<file path="config.mk">
export PLATFORM = sky130hd
export DESIGN_NAME = spw_top
export DESIGN_NICKNAME = d
export VERILOG_FILES = /design/src/spw_pkg.sv /design/src/spw_scale_if.sv /design/src/spw_sync.sv /design/src/spw_scaler.sv /design/src/spw_top.sv
export SDC_FILE = /design/constraint.sdc
export NUM_CORES = 2
export LEC_CHECK = 0
export BUFFER_PORTS_ARGS = -buffer_cell sky130_fd_sc_hd__buf_2
export CAP_MARGIN = 20
export CORE_ASPECT_RATIO = 1.25
export CORE_MARGIN = 2
export CORE_UTILIZATION = 38
export CTS_CLUSTER_SIZE = 10
export DETAILED_ROUTE_END_ITERATION = 16
export PLACE_DENSITY = 0.56
export SYNTH_ARGS = -nofsm -noshare
export SYNTH_HDL_FRONTEND = slang
export SYNTH_SLANG_ARGS = --single-unit
</file>
<file path="constraint.sdc">
create_clock -name clock -period 11.32 [get_ports clock]
set_input_delay 0.566 -clock clock [delete_from_list [all_inputs] [get_ports clock]]
set_output_delay 0.566 -clock clock [all_outputs]
set_load 0.02 [all_outputs]
</file>
<file path="src/spw_pkg.sv">
package spw_pkg;
  localparam int N_INST = 6;
  localparam int N_EXT = 3;
  localparam int EXT_FIRST = 3;
  localparam int IN_W = 16;
  localparam int VAL_W = 32;
  localparam int PROD_W = 48;
  localparam int CODE_W = 16;
  localparam int SUB_W = 8;
  localparam int AW = 8;
  localparam int OFF_W = 5;
  localparam int IRQ_W = 12;
  localparam int DIV_STEPS = 48;
  localparam logic [5:0] DIV_STEPS_M1 = 6'h2F;
  localparam logic [2:0] GLOBAL_SLOT = 3'h6;
  // ==========================================
  // Register map
  localparam logic [OFF_W-1:0] REG_NUM = 5'h00;
  localparam logic [OFF_W-1:0] REG_DEN = 5'h04;
  localparam logic [OFF_W-1:0] REG_OFFS = 5'h08;
  localparam logic [OFF_W-1:0] REG_CODE = 5'h0C;
  localparam logic [OFF_W-1:0] REG_SUB = 5'h10;
  localparam logic [OFF_W-1:0] REG_DISP = 5'h14;
  localparam logic [OFF_W-1:0] REG_INPUT = 5'h18;
  localparam logic [OFF_W-1:0] REG_STAT = 5'h1C;
  localparam logic [OFF_W-1:0] REG_IRQ_STAT = 5'h00;
  localparam logic [OFF_W-1:0] REG_IRQ_MASK = 5'h04;
  localparam int STAT_BUSY = 0;
  localparam int STAT_FAIL = 1;
  localparam logic [VAL_W-1:0] NUM_RST = 32'h0000_2710;
  localparam logic [VAL_W-1:0] DEN_RST = 32'h0000_2710;
  typedef enum logic [4:0] {
    ST_IDLE = 5'h01,
    ST_SCALE = 5'h02,
    ST_LOOKUP = 5'h04,
    ST_WRITE = 5'h08,
    ST_DONE = 5'h10
  } spw_state_t;
  function automatic logic signed [PROD_W-1:0] spw_widen(input logic signed [VAL_W-1:0] v);
    return PROD_W'(v);
  endfunction
endpackage

</file>
<file path="src/spw_scale_if.sv">
`timescale 1ns/10ps
interface spw_scale_if;
  import spw_pkg::*;
  logic start;
  logic signed [IN_W-1:0] value;
  logic signed [VAL_W-1:0] num;
  logic signed [VAL_W-1:0] den;
  logic signed [VAL_W-1:0] offset;
  logic done;
  logic div_zero;
  logic signed [PROD_W-1:0] result;
  modport ctrl(output start, value, num, den, offset, input done, div_zero, result);
  modport engine(input start, value, num, den, offset, output done, div_zero, result);
endinterface

</file>
<file path="src/spw_sync.sv">
`timescale 1ns/10ps
module spw_sync #(
  parameter int W = 1
) (
  input wire logic clock,
  input wire logic nrst,
  input wire logic [W-1:0] d,
  output logic [W-1:0] q
);
  logic [W-1:0] meta;
  always_ff @(posedge clock or negedge nrst) begin
    if (!nrst) begin
      meta <= '0;
      q <= '0;
    end else begin
      meta <= d;
      q <= meta;
    end
  end
endmodule

</file>
<file path="src/spw_scaler.sv">
`timescale 1ns/10ps
module spw_scaler (
  input wire logic clock,
  input wire logic nrst,
  spw_scale_if.engine s
);
  import spw_pkg::*;
  logic busy;
  logic neg;
  logic [5:0] cnt;
  logic [PROD_W-1:0] quo;
  logic [VAL_W:0] rem;
  logic [VAL_W-1:0] dv;
  logic signed [PROD_W-1:0] offs;
  // ==========================================
  // Product and restoring division step
  wire signed [PROD_W-1:0] prod = PROD_W'(s.value) * spw_widen(s.num);
  wire [PROD_W-1:0] prod_mag = prod[PROD_W-1] ? PROD_W'(-prod) : prod;
  wire [VAL_W-1:0] den_mag = s.den[VAL_W-1] ? VAL_W'(-s.den) : s.den;
  wire [VAL_W:0] rem_sh = {rem[VAL_W-1:0], quo[PROD_W-1]};
  wire take = rem_sh >= {1'b0, dv};
  wire [PROD_W-1:0] quo_sh = {quo[PROD_W-2:0], take};
  wire signed [PROD_W-1:0] quo_sgn = neg ? PROD_W'(-quo_sh) : quo_sh;
  wire last = busy && (cnt == DIV_STEPS_M1);
  always_ff @(posedge clock or negedge nrst) begin
    if (!nrst) begin
      busy <= 1'b0;
      neg <= 1'b0;
      cnt <= '0;
      quo <= '0;
      rem <= '0;
      dv <= '0;
      offs <= '0;
    end else if (s.start) begin
      busy <= (s.den != '0);
      neg <= prod[PROD_W-1] ^ s.den[VAL_W-1];
      cnt <= '0;
      quo <= prod_mag;
      rem <= '0;
      dv <= den_mag;
      offs <= spw_widen(s.offset);
    end else if (busy) begin
      busy <= !last;
      cnt <= cnt + 6'h01;
      quo <= quo_sh;
      rem <= take ? (rem_sh - {1'b0, dv}) : rem_sh;
    end
  end
  always_ff @(posedge clock or negedge nrst) begin
    if (!nrst) begin
      s.done <= 1'b0;
      s.div_zero <= 1'b0;
      s.result <= '0;
    end else begin
      s.done <= last || (s.start && s.den == '0);
      s.div_zero <= s.start && s.den == '0;
      if (last) begin
        s.result <= quo_sgn + offs;
      end
    end
  end
endmodule

</file>
<file path="src/spw_top.sv">
`timescale 1ns/10ps
module spw_top (
  input wire logic clock,
  input wire logic nrst,
  input wire logic psel,
  input wire logic penable,
  input wire logic pwrite,
  input wire logic [spw_pkg::AW-1:0] paddr,
  input wire logic [spw_pkg::VAL_W-1:0] pwdata,
  output logic [spw_pkg::VAL_W-1:0] prdata,
  output logic pready,
  output logic pslverr,
  input wire logic [spw_pkg::N_INST-1:0][spw_pkg::IN_W-1:0] scaler_input_value,
  input wire logic [spw_pkg::N_INST-1:0] write_trigger,
  input wire logic [spw_pkg::N_EXT-1:0] external_busy_input,
  input wire logic [spw_pkg::N_EXT-1:0] external_fail_input,
  input wire logic controller_inhibit,
  output logic [spw_pkg::N_INST-1:0] write_in_progress,
  output logic [spw_pkg::N_INST-1:0] write_failed,
  output logic irq,
  output logic store_req,
  output logic [spw_pkg::CODE_W-1:0] store_code,
  output logic [spw_pkg::SUB_W-1:0] store_subcode,
  input wire logic store_attr_valid,
  input wire logic store_code_exists,
  input wire logic store_sub_exists,
  input wire logic store_inhibit_only,
  input wire logic [spw_pkg::VAL_W-1:0] store_min,
  input wire logic [spw_pkg::VAL_W-1:0] store_max,
  output logic store_wr,
  output logic [spw_pkg::VAL_W-1:0] store_wr_data,
  input wire logic store_wr_ack
);
  import spw_pkg::*;
  spw_state_t state;
  spw_state_t next_state;
  logic [VAL_W-1:0] num_r [N_INST];
  logic [VAL_W-1:0] den_r [N_INST];
  logic [VAL_W-1:0] offs_r [N_INST];
  logic [CODE_W-1:0] code_r [N_INST];
  logic [SUB_W-1:0] sub_r [N_INST];
  logic [VAL_W-1:0] disp [N_INST];
  logic [N_INST-1:0] load_s;
  logic [N_INST-1:0] load_d;
  logic [N_INST-1:0] ch_busy;
  logic [N_INST-1:0] ch_fail;
  logic [N_EXT-1:0] ext_busy_s;
  logic [N_EXT-1:0] ext_fail_s;
  logic inhibit_s;
  logic [2:0] cur;
  logic [2:0] pick;
  logic any_wait;
  logic err_r;
  logic sc_start;
  logic signed [PROD_W-1:0] res_r;
  logic [IRQ_W-1:0] irq_stat;
  logic [IRQ_W-1:0] irq_mask;
  logic [VAL_W-1:0] next_prdata;
  logic next_err;
  spw_scale_if sc();
  // ==========================================
  // Input synchronisers
  spw_sync #(.W(N_INST)) u_load_sync (.clock(clock), .nrst(nrst), .d(write_trigger), .q(load_s));
  spw_sync #(.W(2*N_EXT+1)) u_ext_sync (
    .clock(clock),
    .nrst(nrst),
    .d({controller_inhibit, external_fail_input, external_busy_input}),
    .q({inhibit_s, ext_fail_s, ext_busy_s})
  );
  spw_scaler u_scaler (.clock(clock), .nrst(nrst), .s(sc.engine));
  // ==========================================
  // APB decode
  function automatic logic [2:0] chan_of(input logic [AW-1:0] a);
    return a[AW-1:OFF_W];
  endfunction
  wire [2:0] a_inst = chan_of(paddr);
  wire [OFF_W-1:0] a_off = paddr[OFF_W-1:0];
  wire a_chan = a_inst < 3'(N_INST);
  wire a_glob = a_inst == GLOBAL_SLOT && (a_off == REG_IRQ_STAT || a_off == REG_IRQ_MASK);
  wire access = psel && penable && !pready;
  wire wr_en = psel && penable && pready && pwrite;
  wire finish = state == ST_DONE;
  wire [N_INST-1:0] load_edge = load_s & ~load_d;
  wire [N_INST-1:0] load_take = load_edge & ~ch_busy;
  wire [IRQ_W-1:0] irq_ev = finish ? (err_r ? IRQ_W'(1) << (4'(cur) + 4'(N_INST)) : IRQ_W'(1) << cur) : '0;
  wire [IRQ_W-1:0] irq_clr = (wr_en && a_inst == GLOBAL_SLOT && a_off == REG_IRQ_STAT) ? pwdata[IRQ_W-1:0] : '0;
  always_comb begin
    next_prdata = '0;
    if (a_chan) begin
      case (a_off)
        REG_NUM: next_prdata = num_r[a_inst];
        REG_DEN: next_prdata = den_r[a_inst];
        REG_OFFS: next_prdata = offs_r[a_inst];
        REG_CODE: next_prdata = VAL_W'(code_r[a_inst]);
        REG_SUB: next_prdata = VAL_W'(sub_r[a_inst]);
        REG_DISP: next_prdata = disp[a_inst];
        REG_INPUT: next_prdata = VAL_W'(signed'(scaler_input_value[a_inst]));
        REG_STAT: next_prdata = VAL_W'({write_failed[a_inst], write_in_progress[a_inst]});
        default: next_prdata = '0;
      endcase
    end else if (a_glob) begin
      next_prdata = (a_off == REG_IRQ_STAT) ? VAL_W'(irq_stat) : VAL_W'(irq_mask);
    end
  end
  always_ff @(posedge clock or negedge nrst) begin
    if (!nrst) begin
      pready <= 1'b0;
      pslverr <= 1'b0;
      prdata <= '0;
    end else begin
      pready <= access;
      pslverr <= access && !a_chan && !a_glob;
      prdata <= (access && !pwrite) ? next_prdata : '0;
    end
  end
  // ==========================================
  // Channel configuration registers
  always_ff @(posedge clock or negedge nrst) begin
    if (!nrst) begin
      for (int i = 0; i < N_INST; i++) begin
        num_r[i] <= NUM_RST;
        den_r[i] <= DEN_RST;
        offs_r[i] <= '0;
        code_r[i] <= '0;
        sub_r[i] <= '0;
      end
    end else if (wr_en && a_chan) begin
      case (a_off)
        REG_NUM: num_r[a_inst] <= pwdata;
        REG_DEN: den_r[a_inst] <= pwdata;
        REG_OFFS: offs_r[a_inst] <= pwdata;
        REG_CODE: code_r[a_inst] <= pwdata[CODE_W-1:0];
        REG_SUB: sub_r[a_inst] <= pwdata[SUB_W-1:0];
        default: ;
      endcase
    end
  end
  // ==========================================
  // Interrupts
  always_ff @(posedge clock or negedge nrst) begin
    if (!nrst) begin
      irq_stat <= '0;
      irq_mask <= '0;
      irq <= 1'b0;
    end else begin
      irq_stat <= (irq_stat & ~irq_clr) | irq_ev;
      if (wr_en && a_inst == GLOBAL_SLOT && a_off == REG_IRQ_MASK) begin
        irq_mask <= pwdata[IRQ_W-1:0];
      end
      irq <= |(irq_stat & irq_mask);
    end
  end
  // ==========================================
  // Channel busy and fail
  always_comb begin
    pick = '0;
    any_wait = 1'b0;
    for (int i = N_INST - 1; i >= 0; i--) begin
      if (ch_busy[i]) begin
        pick = 3'(i);
        any_wait = 1'b1;
      end
    end
  end
  always_ff @(posedge clock or negedge nrst) begin
    if (!nrst) begin
      load_d <= '0;
      ch_busy <= '0;
      ch_fail <= '0;
    end else begin
      load_d <= load_s;
      for (int i = 0; i < N_INST; i++) begin
        if (finish && cur == 3'(i)) begin
          ch_busy[i] <= 1'b0;
          ch_fail[i] <= err_r;
        end else if (load_take[i]) begin
          ch_busy[i] <= 1'b1;
          ch_fail[i] <= 1'b0;
        end
      end
    end
  end
  always_ff @(posedge clock or negedge nrst) begin
    if (!nrst) begin
      write_in_progress <= '0;
      write_failed <= '0;
    end else begin
      write_in_progress <= ch_busy | ({ext_busy_s, EXT_FIRST'(0)});
      write_failed <= ch_fail | ({ext_fail_s, EXT_FIRST'(0)});
    end
  end
  // ==========================================
  // Write engine
  wire signed [PROD_W-1:0] lim_lo = spw_widen(store_min);
  wire signed [PROD_W-1:0] lim_hi = spw_widen(store_max);
  wire lim_bad = res_r < lim_lo || res_r > lim_hi;
  wire attr_bad = !store_code_exists || !store_sub_exists || lim_bad
    || (store_inhibit_only && !inhibit_s);
  assign sc.start = sc_start;
  assign sc.value = scaler_input_value[cur];
  assign sc.num = num_r[cur];
  assign sc.den = den_r[cur];
  assign sc.offset = offs_r[cur];
  always_comb begin
    next_state = state;
    next_err = err_r;
    case (state)
      ST_IDLE: begin
        next_err = 1'b0;
        if (any_wait) next_state = ST_SCALE;
      end
      ST_SCALE: if (sc.done) begin
        next_err = sc.div_zero;
        next_state = sc.div_zero ? ST_DONE : ST_LOOKUP;
      end
      ST_LOOKUP: if (store_attr_valid) begin
        next_err = attr_bad;
        next_state = attr_bad ? ST_DONE : ST_WRITE;
      end
      ST_WRITE: if (store_wr_ack) next_state = ST_DONE;
      ST_DONE: next_state = ST_IDLE;
      default: next_state = ST_IDLE;
    endcase
  end
  always_ff @(posedge clock or negedge nrst) begin
    if (!nrst) begin
      state <= ST_IDLE;
      err_r <= 1'b0;
      cur <= '0;
      sc_start <= 1'b0;
      res_r <= '0;
    end else begin
      state <= next_state;
      err_r <= next_err;
      sc_start <= state == ST_IDLE && any_wait;
      if (state == ST_IDLE) cur <= pick;
      if (state == ST_SCALE && sc.done) res_r <= sc.result;
    end
  end
  always_ff @(posedge clock or negedge nrst) begin
    if (!nrst) begin
      for (int i = 0; i < N_INST; i++) disp[i] <= '0;
    end else if (state == ST_SCALE && sc.done && !sc.div_zero) begin
      disp[cur] <= sc.result[VAL_W-1:0];
    end
  end
  always_ff @(posedge clock or negedge nrst) begin
    if (!nrst) begin
      store_req <= 1'b0;
      store_wr <= 1'b0;
      store_code <= '0;
      store_subcode <= '0;
      store_wr_data <= '0;
    end else begin
      store_req <= next_state == ST_LOOKUP;
      store_wr <= next_state == ST_WRITE;
      store_code <= code_r[cur];
      store_subcode <= sub_r[cur];
      store_wr_data <= res_r[VAL_W-1:0];
    end
  end
endmodule

</file>
==> flow_summary.json <==
{
  "cts.path.max_buffers": 3,
  "rsz0062_at_grt": "no",
  "async_flop_share": 1.00,
  "min_period_ps": 10350,
  "cp-start-kind": "flip-flop",
  "crit_slowest_cell": "a2111oi_0",
  "synth.area.top_cells": "dfrtp_1 36%, mux2_2 12%, fa_1 11%",
  "power.share.clock": 0.242,
  "numCtsBuffers": 157,
  "crit_path_max_fanout": 55,
  "synth-seq-cells": 1345,
  "synthesis.nets": 9728,
  "syn_inst": 8721,
  "cpPeakStageDelay_ps": 800,
  "reg2reg_setup_slack_ps": 970,
  "yosys_warnings": 0,
  "dieArea_um2": 241000,
  "synth_area_um2": 90000,
  "cts-htree-levels": 4,
  "synth_most_common_cell": "dfrtp_1",
  "io_pins": 328,
  "place_ws_ps": 1120,
  "p_sw_mw": 8.51,
  "seq_power_share": 0.278,
  "setup_ws_ps": 965,
  "r2r-start": "cur[1]$_DFFE_PN0P_",
  "via_per_inst": 5.97,
  "vias": 71800,
  "netSwitchingFraction": 0.432,
  "skew_ps": 53.8,
  "place.gp.congestion": 0.929,
  "cp-end-kind": "flip-flop",
  "drv_cap": 0,
  "grt_max_degree": 195,
  "p_comb_frac": 0.480,
  "clkTransAtPathRegs_ps": 60,
  "yosysSeqAreaShare": 0.375,
  "fill_cells": 22700,
  "row_count": 199,
  "wl_per_cell_um": 26.9,
  "drt_wl_total_mm": 324,
  "p_leak_nw": 46.9,
  "drive_above_1_share": 0.217,
  "synth-main-ff-cell": "dfrtp_1",
  "relSlewSlack": 0.135,
  "grt_use_total": 0.265,
  "synth_top_cell_area_share": 0.357,
  "avgSynthCellArea_um2": 10.3,
  "antenna_found_initial": 34,
  "grt-ovfl-total": 0,
  "critPathLaunch": "cur[1]$_DFFE_PN0P_",
  "dr.pass1.iters": 6,
  "synth_largest_area_cell": "dfrtp_1",
  "io_buffers": 327,
  "cts.root.buffer_cell": "clkbuf_16",
  "insertion_delay_ps": 830,
  "initial_core_util": 0.382,
  "slew_viol_final": 0,
  "ant_nets": 0,
  "tightest_slew_ps": 1300,
  "r2r_cells": 30,
  "cts_tree": "done",
  "synth_cell_types": 103,
  "fin_crit_sh": 0.915,
  "die_y_um": 548,
  "chipWidth_um": 439,
  "synth-edff-count": 0,
  "p_per_area_nw_per_um2": 197,
  "ctsResizeCount": 0,
  "grt_pass1_wl_mm": 482,
  "status": "finished clean",
  "path_common_cell": "fa_1",
  "drtIter0Drc": 6837,
  "arrival_ps": 11060,
  "irDropWorstVdd_mv": 0.174,
  "critPathCapture": "u_scaler.quo[47]$_DFFE_PN0P_",
  "crit_required_ps": 12030,
  "r2r_end": "u_scaler.quo[47]$_DFFE_PN0P_",
  "hold_path_class": "input port to flip-flop",
  "nNetsFinal": 9828,
  "areaGrowthSynthToFinish_pct": 11.2,
  "synthTopCellsByCount": "1284 x dfrtp_1, 984 x mux2_2, 779 x nand2_1",
  "core_area_um2": 235000,
  "fmax_ghz": 0.0966,
  "grt_pass1_vias": 73500,
  "clkSinkCount": 1345,
  "hpwl_mm": 226,
  "internal_power_mw": 11.2,
  "setup_viol": 0,
  "critical_path_class": "flip-flop to flip-flop",
  "drc_errors": 0,
  "final_util": 0.425,
  "fin_tns_setup_ps": 0,
  "hold_viol_final": 0
}
metal layers:
layer	GRT usage	vias to the layer above	share of wire
met1	0.343	36900	0.41
li1	-	30900	-
met5	0	-	0.00049
met3	0.0513	793	0.079
met2	0.422	3213	0.46
met4	0.134	24	0.055
power groups by stage:
stage	clock network (mW)	logic, mW	registers [mW]
finish	4.76	9.45	5.47
global route	5.02	10.4	5.51
CTS	4.83	9.36	5.47
detailed placement	0	9.31	5.55
global placement	0	9.22	5.54
floorplan	0	6.55	5.36
cells in the final DEF (no fill, tap or decap), types with 109 or more instances in the layout:
cell and n:
dfrtp_1 1279, mux2_2 984, nand2_1 765, inv_1 727
nor2_1 508, a22oi_1 495, fa_1 488, a21oi_1 348
buf_2 326, ha_1 296, o21ai_0 236, a31oi_1 180
clkbuf_16 160, xnor2_1 157, buf_4 157, mux2i_1 127
a21o_1 109
area by class of cell:
| type | instances | area (µm²) | area share |
|---|---|---|---|
| repair buffers | 525 | 3470 | 0.0347 |
| clock inverters | 18 | 303 | 0.00303 |
| well taps | 3115 | 3900 | 0.0390 |
| diodes | 14 | 35.0 | 0.000350 |
| flip-flops and latches | 1345 | 33800 | 0.337 |
| multi-input cells | 6059 | 51500 | 0.515 |
| inverters | 733 | 2760 | 0.0276 |
| clock buffers | 224 | 4330 | 0.0433 |
how the worst min path moves through the flow:
stage	slack, ps	cells past startpoint	end	start
CTS	30	4	pready$_DFF_PN0_	penable
detailed placement	340	0	u_ext_sync.q[2]$_DFF_PN0_	u_ext_sync.meta[2]$_DFF_PN0_
global route	70	4	pready$_DFF_PN0_	penable
floorplan	270	0	ch_busy[0]$_DFFE_PN0P_	nrst
finish	80	4	pready$_DFF_PN0_	penable
global placement	330	0	u_ext_sync.q[0]$_DFF_PN0_	u_ext_sync.meta[0]$_DFF_PN0_
kinds of logic after synthesis:
kind of cell	count (synthesis)	synth area share
flip-flops	1345	0.375
buffers and inverters	1317	0.0557
AO/OA/AOI/OAI	2018	0.153
AND/OR/NAND/NOR	1861	0.0934
adder cells (fa/ha/maj)	784	0.150
multiplexers	1169	0.152
XOR/XNOR	227	0.0221
state kept, by name, indices dropped and copies added, names as in the netlist, 48 cells and up:
signal and flops:
res_r 48, den_r 192, code_r 96, num_r 192, u_scaler.quo 48, offs_r 192, sub_r 48, disp 192
u_scaler.s.result 48
through the flow:
step                      total power, mW  cells  hold slack, ps  cell area (µm²)
after floorplan                      11.9   8721             270            90000
after global routing                 20.9  12000            67.9           100000
after CTS                            19.7  12000            32.2           100000
after detailed placement             14.9  11800             336            95200
final                                19.7  12000            83.9           100000
after global placement               14.8  11800             333            95100
worst max-delay path, delay by kind of cell, from the launching register on:
kind | cells | cell delay [ps]
adder cells (fa/ha/maj) | 7 | 3420
flip-flops | 1 | 630
AO/OA/AOI/OAI | 6 | 1980
buffers and inverters | 8 | 1540
AND/OR/NAND/NOR | 8 | 2350
XOR/XNOR | 1 | 150
timing repair:
action / 4_1_cts / 5_1_grt
hold buffers: 16 / 0
hold endpoints to repair: 161 / 0
buffers inserted: 0 / 0
Power figures use the tool's default switching activity.
